--- config.mk ---
export PLATFORM = sky130hd
export DESIGN_NAME = bias_regs_top
export DESIGN_NICKNAME = d
export VERILOG_FILES = /design/src/shared/bias_pkg.sv /design/src/rtl/flag_capture.sv /design/src/rtl/bias_regs_top.sv
export SDC_FILE = /design/constraint.sdc
export NUM_CORES = 1
export LEC_CHECK = 0
export BUFFER_PORTS_ARGS = -buffer_cell sky130_fd_sc_hd__buf_2
export CAP_MARGIN = 20
export CORE_AREA = 2 2 126 128
export CTS_CLUSTER_SIZE = 14
export DETAILED_ROUTE_END_ITERATION = 6
export DIE_AREA = 0 0 128 130
export GPL_TIMING_DRIVEN = 0
export PLACE_DENSITY = 0.53
export SLEW_MARGIN = 10
export SYNTH_ARGS = -nofsm -noshare
export SYNTH_HDL_FRONTEND = slang
export SYNTH_SLANG_ARGS = --single-unit
--- constraint.sdc ---
create_clock -name CLK -period 4.3 [get_ports CLK]
set_input_delay 0.86 -clock CLK [delete_from_list [all_inputs] [get_ports CLK]]
set_output_delay 0.86 -clock CLK [all_outputs]
set_load 0.01 [all_outputs]
--- src/shared/bias_pkg.sv ---
// register map, field layouts, reset values and i2c states of the backlight/bias register bank
// assumes an i2c target front end and 8-bit registers
package bias_pkg;
	localparam logic [7:0] OVP_OFS  = 8'h02;
	localparam logic [7:0] BLEN_OFS = 8'h08;
	localparam logic [7:0] BIAS_OFS = 8'h09;
	localparam logic [7:0] FLAG_OFS = 8'h0f;
	localparam logic [7:0] ILIM_OFS = 8'h11;

	localparam logic [7:0] OVP_RST  = 8'h00;
	localparam logic [7:0] BLEN_RST = 8'h00;
	localparam logic [7:0] BIAS_RST = 8'h18;
	localparam logic [7:0] FLAG_RST = 8'h00;
	localparam logic [7:0] ILIM_RST = 8'h35;

	// field positions
	localparam int OVP_LSB      = 5;
	localparam int OVP_W        = 3;
	localparam int IND_LSB      = 5;
	localparam int IND_W        = 2;
	localparam int OCP_LSB      = 0;
	localparam int OCP_W        = 2;
	localparam int MODE_W       = 3;
	localparam int STRINGS      = 4;

	// fault and flag bit positions
	localparam int FLG_THERMAL  = 7;
	localparam int FLG_DISPLAY_OVERVOLTAGE_FLAG = 6;
	localparam int FLG_POSITIVE_RAIL_SHORT_FLAG = 5;
	localparam int FLG_VN_SHORT = 4;
	localparam int FLG_BACKLIGHT_OVERCURRENT_LIMIT   = 3;
	localparam int FLG_BACKLIGHT_OVERVOLTAGE_LEVEL   = 2;

	localparam logic [3:0] BITS_PER_BYTE = 4'h8;
	localparam logic [6:0] DEV_ADDR_DEF  = 7'h11;

	typedef struct packed {
		logic                       sw_reset;
		logic [1:0]                 unused;
		logic                       master;
		logic [STRINGS-1:0]         strings;
	} backlight_master_enable_s;

	typedef struct packed {
		logic [MODE_W-1:0] mode;
		logic              pos_disch;
		logic              neg_disch;
		logic              pos_en;
		logic              neg_en;
		logic              ext_sel;
	} bias_cfg_s;

	typedef enum logic [8:0] {
		ST_IDLE = 9'b000000001,
		ST_ADDR = 9'b000000010,
		ST_AACK = 9'b000000100,
		ST_PTR  = 9'b000001000,
		ST_PACK = 9'b000010000,
		ST_WR   = 9'b000100000,
		ST_WACK = 9'b001000000,
		ST_RD   = 9'b010000000,
		ST_RACK = 9'b100000000
	} i2c_state_e;
endpackage

--- src/rtl/flag_capture.sv ---
// sticky fault/flag register that clears when read
// assumes one-cycle event pulses and a one-cycle read-clear strobe
`timescale 1ns/1ns
module flag_capture
	import bias_pkg::*;
#(
	parameter int W = 8
) (
	input  wire logic         clk,
	input  wire logic         rst,
	input  wire logic [W-1:0] events,
	input  wire logic         rd_clear,
	input  wire logic         soft_clear,
	output logic      [W-1:0] flags
);
	logic [W-1:0] flags_q;
	logic [W-1:0] flags_d;

	// an event in the clearing cycle survives
	always_comb begin
		flags_d = flags_q;
		if (rd_clear || soft_clear) begin
			flags_d = '0;
		end
		flags_d = flags_d | events;
	end

	always_ff @(posedge clk or posedge rst) begin
		if (rst) begin
			flags_q <= FLAG_RST[W-1:0];
		end else begin
			flags_q <= flags_d;
		end
	end

	assign flags = flags_q;
endmodule

--- src/rtl/bias_regs_top.sv ---
// i2c target register bank of a backlight driver with display bias rails
// assumes SCL/SDA already synchronous to CLK; SDA is open drain, resolved outside
`timescale 1ns/1ns
module bias_regs_top
	import bias_pkg::*;
#(
	parameter logic [6:0] DEV_ADDR = DEV_ADDR_DEF
) (
	input  wire logic                  CLK,
	input  wire logic                  SYS_RST,
	input  wire logic                  SCL_I,
	input  wire logic                  SDA_I,
	output logic                       SDA_O,
	output logic                       SDA_OE,
	input  wire logic                  POS_RAIL_ENABLE_PIN,
	input  wire logic                  NEG_RAIL_ENABLE_PIN,
	input  wire logic [7:0]            FAULT_EVENTS,
	output logic [STRINGS-1:0]         LED_STRING_ON,
	output logic                       POSITIVE_BIAS_OUTPUT,
	output logic                       NEGATIVE_BIAS_OUTPUT,
	output logic                       POS_RAIL_DISCHARGE,
	output logic                       NEG_RAIL_DISCHARGE,
	output logic [MODE_W-1:0]          BIAS_OPERATING_MODE,
	output logic [OVP_W-1:0]           BACKLIGHT_OVERVOLTAGE_LEVEL,
	output logic [OCP_W-1:0]           BACKLIGHT_OVERCURRENT_LIMIT,
	output logic [IND_W-1:0]           INDUCTOR_RANGE_SELECT
);
	import bias_pkg::*;

	// pin sampling
	logic scl_q, sda_q, scl_p, sda_p;
	always_ff @(posedge CLK or posedge SYS_RST) begin
		if (SYS_RST) begin
			scl_q <= 1'b1;
			sda_q <= 1'b1;
			scl_p <= 1'b1;
			sda_p <= 1'b1;
		end else begin
			scl_q <= SCL_I;
			sda_q <= SDA_I;
			scl_p <= scl_q;
			sda_p <= sda_q;
		end
	end
	logic scl_rise, scl_fall, start_c, stop_c;
	assign scl_rise = scl_q & ~scl_p;
	assign scl_fall = ~scl_q & scl_p;
	assign start_c  = scl_q & scl_p & sda_p & ~sda_q;
	assign stop_c   = scl_q & scl_p & ~sda_p & sda_q;

	// register storage
	logic [7:0] ovp_q, ovp_d, ilim_q, ilim_d;
	backlight_master_enable_s     blen_q, blen_d;
	bias_cfg_s  bias_q, bias_d;
	logic [7:0] flags;

	// i2c engine state
	i2c_state_e st_q, st_d;
	logic [3:0] cnt_q, cnt_d;
	logic [7:0] sh_q, sh_d, tx_q, tx_d, ptr_q, ptr_d;
	logic       oe_q, oe_d, rw_q, rw_d, ack_q, ack_d;
	logic       wr_stb, rd_clr;
	logic [7:0] wr_addr, rd_data;

	always_comb begin
		case (ptr_q)
			OVP_OFS:  rd_data = ovp_q;
			BLEN_OFS: rd_data = blen_q;
			BIAS_OFS: rd_data = bias_q;
			FLAG_OFS: rd_data = flags;
			ILIM_OFS: rd_data = ilim_q;
			default:  rd_data = 8'h00;
		endcase
	end

	always_comb begin
		st_d    = st_q;
		cnt_d   = cnt_q;
		sh_d    = sh_q;
		tx_d    = tx_q;
		ptr_d   = ptr_q;
		oe_d    = oe_q;
		rw_d    = rw_q;
		ack_d   = ack_q;
		wr_stb  = 1'b0;
		wr_addr = ptr_q;
		rd_clr  = 1'b0;
		if (start_c) begin
			st_d  = ST_ADDR;
			cnt_d = 4'h0;
			oe_d  = 1'b0;
		end else if (stop_c) begin
			st_d = ST_IDLE;
			oe_d = 1'b0;
		end else begin
			case (st_q)
				ST_IDLE: begin
					oe_d = 1'b0;
				end
				ST_ADDR, ST_PTR, ST_WR: begin
					if (scl_rise) begin
						sh_d  = {sh_q[6:0], sda_q};
						cnt_d = cnt_q + 4'h1;
					end else if (scl_fall && cnt_q == BITS_PER_BYTE) begin
						cnt_d = 4'h0;
						if (st_q == ST_ADDR) begin
							if (sh_q[7:1] == DEV_ADDR) begin
								rw_d = sh_q[0];
								oe_d = 1'b1;
								st_d = ST_AACK;
							end else begin
								st_d = ST_IDLE;
							end
						end else if (st_q == ST_PTR) begin
							ptr_d = sh_q;
							oe_d  = 1'b1;
							st_d  = ST_PACK;
						end else begin
							wr_stb = 1'b1;
							ptr_d  = ptr_q + 8'h01;
							oe_d   = 1'b1;
							st_d   = ST_WACK;
						end
					end
				end
				ST_AACK, ST_PACK, ST_WACK: begin
					if (scl_fall) begin
						oe_d  = 1'b0;
						cnt_d = 4'h0;
						if (st_q == ST_AACK && rw_q) begin
							tx_d   = rd_data;
							oe_d   = ~rd_data[7];
							rd_clr = (ptr_q == FLAG_OFS);
							ptr_d  = ptr_q + 8'h01;
							cnt_d  = 4'h1;
							st_d   = ST_RD;
						end else if (st_q == ST_AACK) begin
							st_d = ST_PTR;
						end else begin
							st_d = ST_WR;
						end
					end
				end
				ST_RD: begin
					if (scl_fall) begin
						if (cnt_q == BITS_PER_BYTE) begin
							oe_d = 1'b0;
							st_d = ST_RACK;
						end else begin
							oe_d  = ~tx_q[6];
							tx_d  = {tx_q[6:0], 1'b0};
							cnt_d = cnt_q + 4'h1;
						end
					end
				end
				ST_RACK: begin
					if (scl_rise) begin
						ack_d = ~sda_q;
					end else if (scl_fall) begin
						if (ack_q) begin
							tx_d   = rd_data;
							oe_d   = ~rd_data[7];
							rd_clr = (ptr_q == FLAG_OFS);
							ptr_d  = ptr_q + 8'h01;
							cnt_d  = 4'h1;
							st_d   = ST_RD;
						end else begin
							st_d = ST_IDLE;
						end
					end
				end
				default: begin
					st_d = ST_IDLE;
					oe_d = 1'b0;
				end
			endcase
		end
	end

	always_ff @(posedge CLK or posedge SYS_RST) begin
		if (SYS_RST) begin
			st_q  <= ST_IDLE;
			cnt_q <= 4'h0;
			sh_q  <= 8'h00;
			tx_q  <= 8'h00;
			ptr_q <= 8'h00;
			oe_q  <= 1'b0;
			rw_q  <= 1'b0;
			ack_q <= 1'b0;
		end else begin
			st_q  <= st_d;
			cnt_q <= cnt_d;
			sh_q  <= sh_d;
			tx_q  <= tx_d;
			ptr_q <= ptr_d;
			oe_q  <= oe_d;
			rw_q  <= rw_d;
			ack_q <= ack_d;
		end
	end

	// register writes and software restore
	logic soft_rst;
	assign soft_rst = blen_q.sw_reset;

	always_comb begin
		ovp_d  = ovp_q;
		blen_d = blen_q;
		bias_d = bias_q;
		ilim_d = ilim_q;
		if (soft_rst) begin
			ovp_d  = OVP_RST;
			blen_d = BLEN_RST;
			bias_d = BIAS_RST;
			ilim_d = ILIM_RST;
		end else if (wr_stb) begin
			case (wr_addr)
				OVP_OFS:  ovp_d = sh_q;
				BLEN_OFS: blen_d = sh_q;
				BIAS_OFS: bias_d = sh_q;
				ILIM_OFS: ilim_d = sh_q;
				default:  ovp_d = ovp_q;
			endcase
		end
	end

	always_ff @(posedge CLK or posedge SYS_RST) begin
		if (SYS_RST) begin
			ovp_q  <= OVP_RST;
			blen_q <= BLEN_RST;
			bias_q <= BIAS_RST;
			ilim_q <= ILIM_RST;
		end else begin
			ovp_q  <= ovp_d;
			blen_q <= blen_d;
			bias_q <= bias_d;
			ilim_q <= ilim_d;
		end
	end

	flag_capture #(
		.W (8)
	) u_flags (
		.clk        (CLK),
		.rst        (SYS_RST),
		.events     (FAULT_EVENTS),
		.rd_clear   (rd_clr),
		.soft_clear (soft_rst),
		.flags      (flags)
	);

	// output block control
	logic                bl_fault, bias_fault, pos_req, neg_req, bias_on;
	logic [STRINGS-1:0]  led_q, led_d;
	logic                pos_q, pos_d, neg_q, neg_d;
	logic                pdis_q, ndis_q;
	logic [MODE_W-1:0]   mode_q;
	logic [OVP_W-1:0]    ovpl_q;
	logic [OCP_W-1:0]    ocp_q;
	logic [IND_W-1:0]    ind_q;

	assign bl_fault   = flags[FLG_THERMAL] | flags[FLG_BACKLIGHT_OVERCURRENT_LIMIT] | flags[FLG_BACKLIGHT_OVERVOLTAGE_LEVEL];
	assign bias_fault = flags[FLG_THERMAL] | flags[FLG_POSITIVE_RAIL_SHORT_FLAG] | flags[FLG_VN_SHORT];
	assign bias_on    = (bias_q.mode != '0);
	assign pos_req    = bias_on & (bias_q.ext_sel ? POS_RAIL_ENABLE_PIN : bias_q.pos_en);
	assign neg_req    = bias_on & (bias_q.ext_sel ? NEG_RAIL_ENABLE_PIN : bias_q.neg_en);

	// a block already on stays on; a fault only stops a new turn-on
	always_comb begin
		led_d = blen_q.strings & {STRINGS{blen_q.master}} & (led_q | {STRINGS{~bl_fault}});
		pos_d = pos_req & (pos_q | ~bias_fault);
		neg_d = neg_req & (neg_q | ~bias_fault);
	end

	always_ff @(posedge CLK or posedge SYS_RST) begin
		if (SYS_RST) begin
			led_q  <= '0;
			pos_q  <= 1'b0;
			neg_q  <= 1'b0;
			pdis_q <= 1'b0;
			ndis_q <= 1'b0;
			mode_q <= '0;
			ovpl_q <= '0;
			ocp_q  <= '0;
			ind_q  <= '0;
		end else begin
			led_q  <= led_d;
			pos_q  <= pos_d;
			neg_q  <= neg_d;
			pdis_q <= bias_q.pos_disch;
			ndis_q <= bias_q.neg_disch;
			mode_q <= bias_q.mode;
			ovpl_q <= ovp_q[OVP_LSB +: OVP_W];
			ocp_q  <= ilim_q[OCP_LSB +: OCP_W];
			ind_q  <= ilim_q[IND_LSB +: IND_W];
		end
	end

	assign SDA_O                       = 1'b0;
	assign SDA_OE                      = oe_q;
	assign LED_STRING_ON               = led_q;
	assign POSITIVE_BIAS_OUTPUT        = pos_q;
	assign NEGATIVE_BIAS_OUTPUT        = neg_q;
	assign POS_RAIL_DISCHARGE          = pdis_q;
	assign NEG_RAIL_DISCHARGE          = ndis_q;
	assign BIAS_OPERATING_MODE         = mode_q;
	assign BACKLIGHT_OVERVOLTAGE_LEVEL = ovpl_q;
	assign BACKLIGHT_OVERCURRENT_LIMIT = ocp_q;
	assign INDUCTOR_RANGE_SELECT       = ind_q;
endmodule

==> results.md, run 1 <==
* Worst R2R End: ovp_q[6]
* DR WL/cell at 18.5 um
* Final setup TNS at 0 ns
* Worst Setup End Kind: flip-flop
* Sequential cell area fraction in the yosys report at 48.5%
* Remaining global-route overflow at 0
* P_leak at 2.82 nW
* Startpoint types: flip-flop
* Final setup viols at 0
* FF/Latch Area at 2540 um^2
* Global-route usage over all layers at 17.6%
* Post-Syn Nets at 537
* Overall Power at 2.05 mW
* Peak supply drop at 0.216 mV
* Area share of the largest cell type after synthesis at 43.0%
* Detailed Route WL at 14.1 mm
* Fin crit share at 64.0%
* Syn. warnings at 0
* Critical path required time at 4.52 ns
* Async S/R FF share, synth at 100%
* Worst hold margin at 0.398 ns
* Max clock buf depth at 2
* Antenna viol nets, final at 0
* Distinct cells, synth at 81
* Core Util, Final at 38.7%
* GPL Wtd Cong at 0.896
* Num rows at 46
* Status: finished clean
* Die Span X at 128 um
* Hold_buf cts at 0
* Synthesized cell area at 5240 um^2
* Count leader, synth: dfrtp_1
* Reg2reg setup slack at 1.55 ns
* CTS buffer count at 9
* Pre-antenna DRT Iters at 4
* Pin count of the biggest net entering global routing at 89
* Starting DRC count in detailed routing at 325
* Crit-path max FO at 8
* Boundary pin count at 34
* Cell area after placement at 5680 um^2
* Via density at 5.59
* Depth of the worst register-to-register path at 9
* Dpl hpwl at 10.0 mm
* Fin. Hold Viols at 0
* Post-CTS setup buffer count at 0
* Global-route wire length before repair at 22.7 mm
* Placeable Area at 15400 um^2
* CTS clock-pin slew for the worst setup and hold paths at 0.08 ns
* Synth Flop Type: dfrtp_1
* Fin Clk Skew at 0.0179 ns
* Die Height at 130 um
* PD cells at 344 nW/um^2
* # nets final at 581
* CTS sink count at 101
* H-tree levels at 3
* CTS tree: done
* Synth area leader: dfrtp_1
* Post-CTS Resized at 0
* Post-Synthesis Cells at 517
* CP arrival at 2.97 ns
* Post-synth EDFFs at 0
* Tightest Pin Transition at 0.923 ns
* Unrepaired setup endpoints after global routing: false
* Max Slew Vio Count at 0
* Seq cells post-synth at 101
* Skew-Pair Late Insertion Delay at 0.36 ns
* Initial antenna violation count at 0
* Layout cells sized above 1 at 19.8%
* Hold Path Class: in -> async
* Filler Cells Inserted at 1533
* Drc violations at 0
* Avg Inst Size Synth at 10.1 um^2
* Vias in the first global route at 4101
* Starting Density at 34.0%
* Die area at 16600 um^2
* Top cells by count, synth: dfrtp_1, nand2_1, nor2_1
* Max-cap violations at 0
* Ant. Diodes at 0
* IO Port Bufs at 32
* R2R Path Start: cnt_q[0]
* Cell chosen for the clock root: clkbuf_16
* Minimum clock period at 2.75 ns
* Layout Cell Area excl Fill at 5970 um^2
* Multi-input gate area at 2490 um^2
* F_max at 363 MHz
* Layout Area Growth over Synthesis at 13.9%
* Worst setup path category: reg -> reg
* Ranking of synthesized cells by area: dfrtp_1, dfstp_2, nand2_1, mux2i_1, nor2_1
* Total number of vias at 4236
* Max_slew headroom at 37.9%
-- registers in the layout (all words and copies together) (netlist names), 2 cells and up --
register,flops
u_flags.flags,8
bias_q,8
LED_STRING_ON,4
tx_q,7
st_q,9
BIAS_OPERATING_MODE,3
ilim_q,8
ovp_q,8
sh_q,8
cnt_q,4
blen_q,7
ptr_q,8
BACKLIGHT_OVERVOLTAGE_LEVEL,3
INDUCTOR_RANGE_SELECT,2
BACKLIGHT_OVERCURRENT_LIMIT,2
-- per-layer routing --
layer	global-route usage, %	routed length (um)	part of all wire [%]
met5	0	0	0
met4	6.53	188	1.3
met3	2.01	464	3.3
met2	27.9	6590	47
met1	25.1	6810	48
-- metrics by stage --
step	setup slack, ns	cells
after floorplan	0.811	517
after global placement	-0.523	741
after detailed placement	1.52	742
after CTS	1.51	758
after global routing	1.35	758
final	1.55	758
-- worst max-delay path, cell delays in order, from the launching register on --
cell,delay (ns)
dfrtp_1,0.41
inv_1,0.09
ha_1,0.17
and3b_1,0.16
clkbuf_1,0.30
nand2_1,0.09
nor4_1,0.77
nand2_1,0.39
nand2_1,0.17
a21oi_1,0.07
-- cells in the final DEF (no fill, tap or decap), types with 7 or more instances in the layout --
cell       synthesis  routed
a21o_1            10      10
a21oi_1           21      21
a22oi_1            7       7
a31oi_1            7       7
and3_1            11      11
buf_2              8      40
buf_4              8       8
clkbuf_1          12      12
clkbuf_16          0       9
dfrtp_1           90      90
dfstp_2           11      11
inv_1             13      12
mux2_2            10      10
mux2i_1           16      16
nand2_1           68      68
nand3_1           22      22
nor2_1            39      39
nor3_1             9       9
o21ai_0           13      13
o2bb2ai_1          7       7
o31ai_1            7       7
or3_1              8       8
-- layout make-up --
| cell class | instances | area share [%] |
|---|---|---|
| Sequential cell | 101 | 42.6 |
| Multi-Input combinational cell | 373 | 41.8 |
| Inverter | 13 | 0.901 |
| Timing Repair Buffer | 33 | 3.14 |
| Tap cell | 192 | 4.02 |
| Buffer | 30 | 2.68 |
| Clock inverter | 7 | 1.15 |
| Clock buffer | 9 | 3.77 |
-- report_power, final --
group	total [mW]	switching, mW	internal (mW)
combinational	0.238	0.152	0.0859
clock	0.815	0.407	0.408
sequential	1.00	0.0303	0.972
-- cell families (layout without fill, tap and decap cells) --
group	count (synthesis)	in the layout	synth area share, %
other	1	1	0.0715
buffers and inverters	43	92	3.99
AOI/OAI and AO/OA	123	123	17.6
xor gates and xnor gates	5	5	0.835
muxes	26	26	5.20
adders and majority gates	7	7	1.62
and+or+nand+nor	211	211	22.2
DFF	101	101	48.5
-- worst max path at each step --
stage                        start                        endpoint  slack (ns)  cells past startpoint
after CTS                 cnt_q[0]                        ovp_q[6]        1.51                      9
after detailed placement  cnt_q[0]                        ovp_q[6]        1.52                      9
final                     cnt_q[0]                        ovp_q[6]        1.55                      9
after global placement     SYS_RST                u_flags.flags[5]       -0.52                      2
after global routing      cnt_q[0]                        ovp_q[0]        1.35                      9
after floorplan            SYS_RST  BACKLIGHT_OVERCURRENT_LIMIT[0]        0.81                      1
No activity file was read; power rests on OpenSTA's default activity.
==> run 2: changes to the inputs <==
- PLACE_DENSITY: 0.53 -> 0.55
- clock period: 4.3 -> 2.3 ns (I/O delays scaled with it)
==> results.md, run 2 (synthesis gave the netlist of run 1 again) <==
* Status: finished clean
* Core Util, Final at 41.7% (+3.0 points)
* Minimum clock period at 2.26 ns (-0.490 ns)
* Met1 usage at 24.1% (-1.0 points)
* Dpl hpwl at 10.0 mm (+0.12%)
* Skew-Pair Late Insertion Delay at 0.36 ns (about the same)
* Unrepaired setup endpoints after global routing: true
* Pre-antenna DRT Iters at 4 (unchanged)
* Crit-path most repeated cell: buf_4
* Final setup TNS at 0 ns (unchanged)
* Reg2reg setup slack at 0.04 ns (-1.51 ns)
* CTS buffer count at 9 (unchanged)
* Crit-path max FO at 10 (+2)
* Worst Setup End Kind: flip-flop
* Layout cells sized above 1 at 28.9% (+9.1 points)
* DR WL/cell at 18.7 um (+0.83%)
* CTS clock-pin slew for the worst setup and hold paths at 0.09 ns (about the same)
* # nets final at 603 (+3.8%)
* Detailed Route WL at 14.6 mm (+3.8%)
* Ant. Diodes at 0 (unchanged)
* P_leak at 3.00 nW (+6.2%)
* Most frequent cells in the layout: dfrtp_1, nand2_1, nor2_1
* Top reg by flops: st_q
* Overall Power at 4.08 mW (+99%)
* IO Port Bufs at 32 (unchanged)
* H-tree levels at 3 (unchanged)
* Starting DRC count in detailed routing at 277 (-15%)
* Layout Area Growth over Synthesis at 22.7%
* Drc violations at 0 (unchanged)
* Hold Path Sink: sda_q
* Vias in the first global route at 4173 (+1.8%)
* Die Span X at 128 um (unchanged)
* Num rows at 46 (unchanged)
* Filler Cells Inserted at 1531 (-0.13%)
* Hold Path Class: in -> reg
* Worst hold margin at 0.192 ns (-0.206 ns)
* Most common cell after layout, fill and taps aside: dfrtp_1
* Max Slew Vio Count at 0 (unchanged)
* Worst path max stage delay at 0.45 ns (-0.32 ns)
* Met2 usage at 27.8% (-0.094 points)
* Fin. Hold Viols at 0 (unchanged)
* CP arrival at 2.50 ns (-0.47 ns)
* R2R Path Start: st_q[3]
* Worst R2R End: ptr_q[3]
* Critical path required time at 2.54 ns (-1.98 ns)
* Die Height at 130 um (unchanged)
* CTS tree: done
* Depth of the worst register-to-register path at 8 (-1)
* M3 GR Usage at 2.50% (+0.49 points)
* Max clock buf depth at 2 (unchanged)
* Max-cap violations at 0 (unchanged)
* Via density at 5.60 (+0.28%)
* Global-route usage over all layers at 17.6% (about the same)
* Fin Clk Skew at 0.0157 ns (-0.00213 ns)
* F_max at 442 MHz (+22%)
* Worst setup path category: reg -> reg
* CTS sink count at 101 (unchanged)
* Hold_buf cts at 0 (unchanged)
* Max_slew headroom at 52.4% (+14 points)
* Max FFs per register at 9 (unchanged)
* Initial antenna violation count at 0 (unchanged)
* Levels on crit path at 8 (-1)
* Total number of vias at 4371 (+3.2%)
* Peak supply drop at 0.354 mV (+64%)
* Final setup viols at 0 (unchanged)
* Remaining global-route overflow at 0 (unchanged)
* Multi-input gate area at 2700 um^2 (+8.4%)
* Startpoint types: flip-flop
* Non-Filler Instances at 780 (+2.9%)
* Antenna viol nets, final at 0 (unchanged)
* FF/Latch Area at 2540 um^2 (about the same)
* Cell chosen for the clock root: clkbuf_16
* Global-route wire length before repair at 22.6 mm (-0.37%)
* CP bufs+invs at 2 (unchanged)
* Tightest Pin Transition at 0.713 ns (-0.210 ns)
* Placeable Area at 15400 um^2 (unchanged)
* Placed cell count at 743 (+0.13%)
* Delay-heaviest family, CP: simple AND/OR/NAND/NOR gates
* Hold Crit Start: SDA_I
* Boundary pin count at 34 (unchanged)
* Die area at 16600 um^2 (unchanged)
* PD cells at 635 nW/um^2 (+84%)
* Fin crit share at 98.4% (+34 points)
* Pin count of the biggest net entering global routing at 39 (-56%)
* GPL Wtd Cong at 0.871 (-2.9%)
* Starting Density at 34.0% (unchanged)
* Hold Path Depth at 1
* CP cell instances: buf_4 > or4_4 > nor4_4 > nor4b_4 > o2111ai_2 > buf_4 > a21oi_1 > o22a_1
* Most Crowded Layer GR: met2
* Slowest cell on crit path: or4_4
==> run 2: cell count changes in the layout (fill, tap and decap cells not counted), moves of 3 or more <==
cell	before	now
buf_4	8	29
buf_6	1	7
clkbuf_1	12	6
buf_2	40	35
nor4_1	5	1
nor4b_1	6	2
nor4b_4	0	4
a21oi_1	21	18
a21oi_2	0	3
clkbuf_2	0	3
nand2_1	68	65
nand2_2	1	4
o21ai_0	13	10
==> run 2: worst max path at each step <==
stage	startpoint	endpoint	slack (ns)
2_1_floorplan	st_q[1]	st_q[2]	0.18
3_5_place_dp	cnt_q[0]	ovp_q[0]	-0.43
4_1_cts	ptr_q[5]	tx_q[1]	0.0004
3_3_place_gp	cnt_q[0]	ovp_q[3]	-0.38
5_1_grt	st_q[1]	cnt_q[2]	-0.05
6_report	st_q[3]	ptr_q[3]	0.04
==> run 2: routing by layer <==
layer  share of wire [%]  routed length [um]
met3                 3.7                 542
met2                  47                6910
met1                  46                6660
met5                   0                   0
met4                 3.1                 458
==> run 2: cell type report <==
| cell class | instances | area share (%) |
|---|---|---|
| Buffer | 28 | 3.15 |
| Multi-Input combinational cell | 374 | 42.0 |
| Timing Repair Buffer | 56 | 5.68 |
| Tap cell | 192 | 3.74 |
| Sequential cell | 101 | 39.6 |
| Clock inverter | 7 | 1.56 |
| Clock buffer | 9 | 3.50 |
| Inverter | 13 | 0.817 |
==> run 2: repair_timing <==
action	in CTS	in global routing
resized for setup	16	54
pin swaps	3	19
hold endpoints to repair	0	0
gates cloned	0	1
setup endpoints to repair	72	69
setup buffers	6	17
==> run 2: power by group <==
part	leakage, nW	switching, mW	total, mW	internal, mW
clock	0.158	0.781	1.66	0.883
sequential	1.33	0.0583	1.87	1.82
combinational	1.51	0.312	0.545	0.232
total	3.00	1.15	4.08	2.93
==> run 2: through the flow <==
step	setup WS [ns]	instance area [um^2]
global route	-0.0550	6430
global placement	-0.381	5650
CTS	0.000365	6140
floorplan	0.185	5250
finish	0.0368	6430
detailed placement	-0.425	5690
